## src/common/bts_map.svh

```systemverilog
`ifndef BTS_MAP_SVH
`define BTS_MAP_SVH

// ----------------------------------------------------------------
// widths and bit positions
// ----------------------------------------------------------------
`define BTS_ADDR_W          20
`define BTS_A2_BIT          2

// ----------------------------------------------------------------
// reset values
// ----------------------------------------------------------------
`define BTS_RST_LATCH_MODE  1'b0
`define BTS_RST_BASE        20'h00000
`define BTS_RST_LIMIT       20'h0007f
`define BTS_RST_A2          1'b0

// ----------------------------------------------------------------
// pin levels
// ----------------------------------------------------------------
`define BTS_DIR_RECV        1'b0
`define BTS_DIR_XMIT        1'b1
`define BTS_INACTIVE        1'b1
`define BTS_ACTIVE          1'b0

`endif

```

## src/common/bts_pkg.sv

```systemverilog
`include "bts_map.svh"

package bts_pkg;

  // ----------------------------------------------------------------
  // types
  // ----------------------------------------------------------------
  typedef enum logic [2:0] {
    BTS_IDLE   = 3'b001,
    BTS_SETUP  = 3'b010,
    BTS_XFER   = 3'b100
  } bts_state_t;

  typedef struct packed {
    logic [`BTS_ADDR_W-1:0] addr;
    logic                   is_write;
  } bts_req_t;

  typedef struct packed {
    logic                   latch_mode;
    logic [`BTS_ADDR_W-1:0] base;
    logic [`BTS_ADDR_W-1:0] limit;
  } bts_cfg_t;

  typedef struct packed {
    bts_state_t st;
    logic       dir;
    logic       den_n;
    logic       pin;
    logic       a2;
    logic       hit;
    bts_cfg_t   cfg;
  } bts_regs_t;

endpackage

```

## src/hdl/bts_ctrl.sv

```systemverilog
// How it works
// - software selects the pin as extra peripheral select or latched address bit two.
// - in select mode the pin asserts only for addresses inside the programmed window.
// - in latch mode the pin shows latched address bit two, held during bus hold.
// - direction is low for reads into the device, high for writes out.
// - transceiver enable is driven low during every memory and I/O access.
// - transceiver enable is high whenever the direction output changes level.
// - selects are active low and stay driven while another master holds the bus.
`timescale 1ns/1ps
`include "bts_map.svh"

module bts_ctrl
  import bts_pkg::*;
(
  input  wire logic     i_clk,
  input  wire logic     i_reset,
  input  wire logic     i_hold,
  input  wire logic     i_req,
  input  wire bts_req_t i_req_info,
  input  wire logic     i_done,
  input  wire logic     i_cfg_we,
  input  wire bts_cfg_t i_cfg,
  output logic          o_busy,
  output logic          o_xcvr_direction,
  output logic          o_xcvr_output_enable_n,
  output logic          o_periph_sel_or_latched_addr_pin,
  output logic          o_latch_mode
);

  bts_regs_t r_q;
  bts_regs_t r_d;
  logic      take;
  logic      win_hit;

  // ----------------------------------------------------------------
  // address window decode
  // ----------------------------------------------------------------
  bts_range #(
    .W (`BTS_ADDR_W)
  ) u_range (
    .i_addr  (i_req_info.addr),
    .i_base  (r_q.cfg.base),
    .i_limit (r_q.cfg.limit),
    .o_hit   (win_hit)
  );

  // a request is only accepted while idle and owning the bus
  assign take = i_req && (r_q.st == BTS_IDLE) && !i_hold;

  // ----------------------------------------------------------------
  // next state
  // ----------------------------------------------------------------
  always_comb begin
    r_d = r_q;
    if (i_cfg_we) begin
      r_d.cfg = i_cfg;
    end
    unique case (r_q.st)
      BTS_IDLE: begin
        if (take) begin
          // direction moves while the enable is still high
          r_d.dir = i_req_info.is_write ? `BTS_DIR_XMIT : `BTS_DIR_RECV;
          r_d.hit = win_hit;
          r_d.a2  = i_req_info.addr[`BTS_A2_BIT];
          r_d.st  = BTS_SETUP;
        end
      end
      BTS_SETUP: begin
        r_d.den_n = `BTS_ACTIVE;
        r_d.st    = BTS_XFER;
      end
      BTS_XFER: begin
        if (i_done) begin
          r_d.den_n = `BTS_INACTIVE;
          r_d.st    = BTS_IDLE;
        end
      end
    endcase
    // pin is always driven, even while the bus is held
    if (r_d.cfg.latch_mode) begin
      r_d.pin = r_d.a2;
    end else if ((r_d.st != BTS_IDLE) && r_d.hit) begin
      r_d.pin = `BTS_ACTIVE;
    end else begin
      r_d.pin = `BTS_INACTIVE;
    end
  end

  // ----------------------------------------------------------------
  // registers
  // ----------------------------------------------------------------
  always_ff @(posedge i_clk) begin
    if (i_reset) begin
      r_q.st             <= BTS_IDLE;
      r_q.dir            <= `BTS_DIR_RECV;
      r_q.den_n          <= `BTS_INACTIVE;
      r_q.pin            <= `BTS_INACTIVE;
      r_q.a2             <= `BTS_RST_A2;
      r_q.hit            <= 1'b0;
      r_q.cfg.latch_mode <= `BTS_RST_LATCH_MODE;
      r_q.cfg.base       <= `BTS_RST_BASE;
      r_q.cfg.limit      <= `BTS_RST_LIMIT;
    end else begin
      r_q <= r_d;
    end
  end

  assign o_busy                           = (r_q.st != BTS_IDLE);
  assign o_xcvr_direction                 = r_q.dir;
  assign o_xcvr_output_enable_n           = r_q.den_n;
  assign o_periph_sel_or_latched_addr_pin = r_q.pin;
  assign o_latch_mode                     = r_q.cfg.latch_mode;
endmodule

```

## src/hdl/bts_range.sv

```systemverilog
`timescale 1ns/1ps

// ----------------------------------------------------------------
// inclusive address window compare
// ----------------------------------------------------------------
module bts_range #(
  parameter int W = 20
) (
  input  wire logic [W-1:0] i_addr,
  input  wire logic [W-1:0] i_base,
  input  wire logic [W-1:0] i_limit,
  output logic              o_hit
);

  assign o_hit = (i_addr >= i_base) && (i_addr <= i_limit);

endmodule

```

## config.mk

```make
export PLATFORM = sky130hd
export DESIGN_NAME = bts_ctrl
export DESIGN_NICKNAME = d
export VERILOG_FILES = /design/src/common/bts_pkg.sv /design/src/hdl/bts_ctrl.sv /design/src/hdl/bts_range.sv
export VERILOG_INCLUDE_DIRS = /design/src /design/src/common
export SDC_FILE = /design/constraint.sdc
export NUM_CORES = 1
export LEC_CHECK = 0
export BUFFER_PORTS_ARGS = -buffer_cell sky130_fd_sc_hd__clkbuf_2
export CAP_MARGIN = 10
export CELL_PAD_IN_SITES_DETAIL_PLACEMENT = 1
export CELL_PAD_IN_SITES_GLOBAL_PLACEMENT = 2
export CORE_UTILIZATION = 33
export DETAILED_ROUTE_END_ITERATION = 16
export PLACE_DENSITY = 0.85
export SLEW_MARGIN = 20
export SYNTH_ARGS = -nofsm -noshare
export SYNTH_HDL_FRONTEND = slang
export SYNTH_SLANG_ARGS = --single-unit
```

## constraint.sdc

```tcl
create_clock -name i_clk -period 5.6 [get_ports i_clk]
set_input_delay 1.12 -clock i_clk [delete_from_list [all_inputs] [get_ports i_clk]]
set_output_delay 1.12 -clock i_clk [all_outputs]
set_load 0.03 [all_outputs]
```

== Yosys cells after proc, flatten, opt, wreduce, memory -nomap -nowiden ==
Index checks and enable logic that the tools add are counted.
Word-level totals
  register bits: 49
  input port bits: 68
  output and inout bits: 5
  word-level logic and storage cells: 36
Cells by class
  order comparisons: 2
  equal/unequal tests: 6
  muxes and demuxes: 11
  reduce and logical (&&, ||, !) cells: 8
Operator list (count)
  $mux W41: 1
  $ge A20 B20 Y1: 1
  $le A20 B20 Y1: 1
  $pmux W3 S3: 1
  $ne A3 B1 Y1 const B: 2
  $logic_and A1 B1 Y1: 4
  $mux W1: 4
  $mux W2: 2
  $mux W4: 1
  $reduce_and A2 Y1: 2
  $eq A3 B1 Y1 const B: 1
  $eq A3 B2 Y1 const B: 1
  $eq A3 B3 Y1 const B: 1
  $mux W3: 1
  $ne A2 B2 Y1 const B: 1
  $pmux W1 S2: 1
  $reduce_bool A2 Y1: 1
  $logic_not A1 Y1: 1

== Longest topological paths before layout ==
  word-level depth: 9
  mapped depth: 8
  mapped depth without buffers: 8

== By module ==
Synthesis repeated with hierarchy kept, for this count alone.
Second synthesis, totals
  cell total of the unflattened synthesis: 310
  area, all modules: 2778.9 µm²
Modules (own cells, without submodules)
  bts_ctrl: instances 1, cells an instance 170, area an instance 1781.7 µm², seq. area each 980.9 µm²
  bts_range: instances 1, cells an instance 140, area an instance 997.2 µm², seq. area each 0.0 µm²

== Worst setup path after synthesis ==
No wires, ideal clock.
  path type: in2reg
  start point: input port i_req_info[14] in the netlist's numbering
  end point: register r_q, in the netlist o_periph_sel_or_latched_addr_pin
  library setup time: 120 ps
  arrival: 2499 ps
  slack: 2981 ps
  stages: 7
  buffers on the path: 0
  cells stage by stage: ha_1 a21o_1 nand3_1 a21oi_1 a2111oi_1 a221oi_2 o31a_1
On the way
  longest elaborated chain between the ends: 7
Ends and longest elaborated chain
  start, declared: RTL line bts_ctrl.sv:19  | input wire bts_req_t i_req_info,
  $ge A20 B20 Y1 / $le A20 B20 Y1 (equally long branches): RTL line bts_range.sv:15  | assign o_hit = (i_addr >= i_base) && (i_addr <= i_limit);
  $logic_and A1 B1 Y1 *: RTL line bts_range.sv:15
  $mux W2 *: RTL line bts_ctrl.sv:60  | if (take) begin
  $mux W2 *: RTL line bts_ctrl.sv:58  | unique case (r_q.st)
  $logic_and A1 B1 Y1 *: RTL line bts_ctrl.sv:82  | end else if ((r_d.st != BTS_IDLE) && r_d.hit) begin
  $mux W1 *: RTL line bts_ctrl.sv:82
  $mux W1 *: RTL line bts_ctrl.sv:80  | if (r_d.cfg.latch_mode) begin
  end signal, assigned: RTL line bts_ctrl.sv:104  | r_q <= r_d;
  end, declared: RTL line bts_ctrl.sv:30  | bts_regs_t r_q;
Every way passes the cells marked *; elsewhere a longest branch is shown, timed or not.
A chain may end at the register's enable or synchronous reset.

== Worst setup path in the final report ==
Same ends and word-level chain as after synthesis.

==> results.cfg <==
[global_routing]
busiest_layer = met2
gr-usage-met2_pct = 29.0
grt_use_total_pct = 16.4
grt_max_degree = 48
grt_pass1_wl_um = 11400
gr-total-overflow = 0
grt_antenna_before_repair = 0
use_met3_pct = 2.28
grt_pass1_vias = 2538
gr-usage-met1_pct = 20.6

[flow_run]
maxCapViolCount = 0

[sta]
setup_violations = 0
fin_crit_sh_pct = 46.3
setup_tns_ps = 0
skew_ps = 11.1
slew_headroom_pct = 45.5
finalMaxSlewViolations = 0
finalHoldViolCount = 0
clock.fmax_mhz = 386
tightestPinTransition_ps = 818
period_needed_ps = 2590
rsz0062_at_grt = false

[place]
place_inst = 472
portBuffers = 72
dp_hpwl_um = 5210
gp_congestion = 0.727

[floorplanning]
num_rows = 32
die_area_um2 = 8690
initial_core_util_pct = 34.8
die_h_um = 93.2
io_pins = 73
fp.dieW_um = 93.2
core_area_um2 = 7890

[synthesis]
yosysUniqueCellTypes = 38
syn_nets = 414
ys_async_sr_fraction_pct = 0
synth_edf_count = 0
ys_warn_count = 0
avgSynthCellArea_um2 = 8.98
syn-cell-area_um2 = 2750
dominantRegCellSynth = dfxtp_1
synth_cells = 306
yosysSeqAreaShare_pct = 35.7
ys_ff_latch = 49

[detailed_routing]
dr.pass1.iters = 4
antenna_left = 0
wire_per_inst_um = 13.5
drc = 0
drtIter0Drc = 44
vias = 2315
via_per_inst = 4.82
wl_um = 6490

[clock_network]
tritoncts = done
clkSinkCount = 49
hold_buffers = 0
cts_buffer_depth = 2
htreeDepth = 2
cts.clk_slew.worst_paths_ps = 100
clockRootBuffer = clkbuf_8
post_cts_buffers = 0
cts_inserted_buffers = 5
cts_resized = 0
clk_latency_ps = 310

[finish]
multiInputGateArea_um2 = 1570
fillCellCount = 962
final_util_pct = 41.8
area_growth_pct = 20.1
drive_gt1_share_pct = 23.0
regArea_um2 = 981
fin_cells = 480
diodes = 0
nets = 485

[critical_path]
startpoint_type = primary input
crit_type = primary input to flop
arrival_ps = 2800
cp.required_ps = 5810
ff2ff_setup_slack_ps = 3540
endpoint_kind = flop
crit_fanout = 2

[run_status]
status = finished, final reports clean

[worst_hold_path]
hp-class = flop to flop

[pwr]
p_leak_nw = 1.63
vdd_drop_max_uv = 77.2
cellPowerDensity_nw_per_um2 = 233
final timing paths:
| path | start | endpoint | cells past startpoint |
|---|---|---|---|
| max reg2reg | r_q[18]$_SDFFE_PP0P_ | o_periph_sel_or_latched_addr_pin$_SDFF_PP1_ | 8 |
| min reg2reg | o_xcvr_direction$_SDFFE_PP0P_ | o_xcvr_direction$_SDFFE_PP0P_ | 2 |
| max | i_req_info[14] | o_periph_sel_or_latched_addr_pin$_SDFF_PP1_ | 8 |
| min | o_xcvr_direction$_SDFFE_PP0P_ | o_xcvr_direction$_SDFFE_PP0P_ | 2 |
cells in the mapped netlist, drive strengths merged, types with 3 or more instances:
| library cell | instances | area, um^2 |
|---|---|---|
| dfxtp | 49 | 981 |
| inv | 41 | 154 |
| nor2 | 41 | 154 |
| ha | 40 | 500 |
| mux2i | 36 | 360 |
| a21oi | 18 | 90.1 |
| nand2 | 17 | 63.8 |
| o211ai | 8 | 60.1 |
| nand3 | 6 | 30.0 |
| nand4 | 6 | 43.8 |
| o21ai | 6 | 30.0 |
| buf | 5 | 23.8 |
| clkbuf | 4 | 15.0 |
| nor2b | 4 | 25.0 |
| nand2b | 3 | 26.3 |
final cells by class:
type / instances / share of cell area [%]
multi-input cells: 206 / 47.6
flip-flops and latches: 49 / 29.7
repair buffers: 73 / 11.1
inverters: 42 / 4.78
well taps: 102 / 3.87
clock buffers: 6 / 2.50
clock inverters: 2 / 0.417
placed cells by master, fill, tap and decap left out:
master	n
nor4_1	1
clkinv_2	1
nand2b_4	1
a21boi_0	1
o31a_1	1
nand2_1	17
clkinv_1	1
inv_1	41
a21boi_1	1
a2111oi_1	1
a211oi_1	2
nor2_1	41
mux2i_1	36
nand3_1	6
o21ai_0	6
nor3_1	1
a221o_1	1
a221oi_2	1
nor2b_1	4
a21oi_1	18
ha_1	40
dfxtp_1	49
clkinv_4	1
nand4_2	1
xnor2_1	1
clkbuf_8	6
or3b_4	1
and4_1	1
a21o_1	2
and2b_1	1
o221ai_1	1
a2111oi_0	1
nor4_2	1
o221a_2	1
clkbuf_2	72
buf_4	1
o211ai_1	8
nand2b_1	2
nand4_1	5
o31ai_1	1
power breakdown:
group | switching [mW] | internal [mW]
Combinational | 0.0855 | 0.0742
Sequential | 0.0117 | 0.370
Clock | 0.126 | 0.101
critical path: stages:
cell,delay [ps]
clkbuf_2,100
ha_1,310
a21o_1,190
nand3_1,80
a21oi_1,70
a2111oi_1,490
a221oi_2,130
o31a_1,320
sequential cells by signal (all words and copies together), names as in the netlist:
name	cells
o_xcvr_direction	1
o_latch_mode	1
o_xcvr_output_enable_n	1
o_periph_sel_or_latched_addr_pin	1
r_q	45
layer usage:
metal / wire, um / up-vias
met5: 0 / -
met4: 77 / 0
met3: 248 / 8
met2: 3090 / 48
met1: 3070 / 1071
li1: - / 1188
logic make-up (layout without fill, tap and decap cells):
logic type                 Yosys count  count (layout)  share of synthesized area, %
buffers and inverters               51             123                          7.15
xor gates and xnor gates             1               1                         0.319
adders and majority gates           40              40                          18.2
DFF                                 49              49                          35.7
and+or+nand+nor                     83              83                          14.4
muxes                               36              36                          13.1
AOI/OAI and AO/OA                   46              46                          11.1
metrics by stage:
stage | hold slack, ps | total power [mW] | instance area [um^2] | setup WS (ps)
6_report | 470 | 0.768 | 3300 | 3010
3_3_place_gp | 447 | 0.545 | 3200 | 2700
4_1_cts | 475 | 0.784 | 3300 | 2970
5_1_grt | 503 | 0.823 | 3300 | 2860
3_5_place_dp | 460 | 0.552 | 3200 | 2650
2_1_floorplan | 446 | 0.492 | 2750 | 2980
Power figures use the tool's default switching activity.
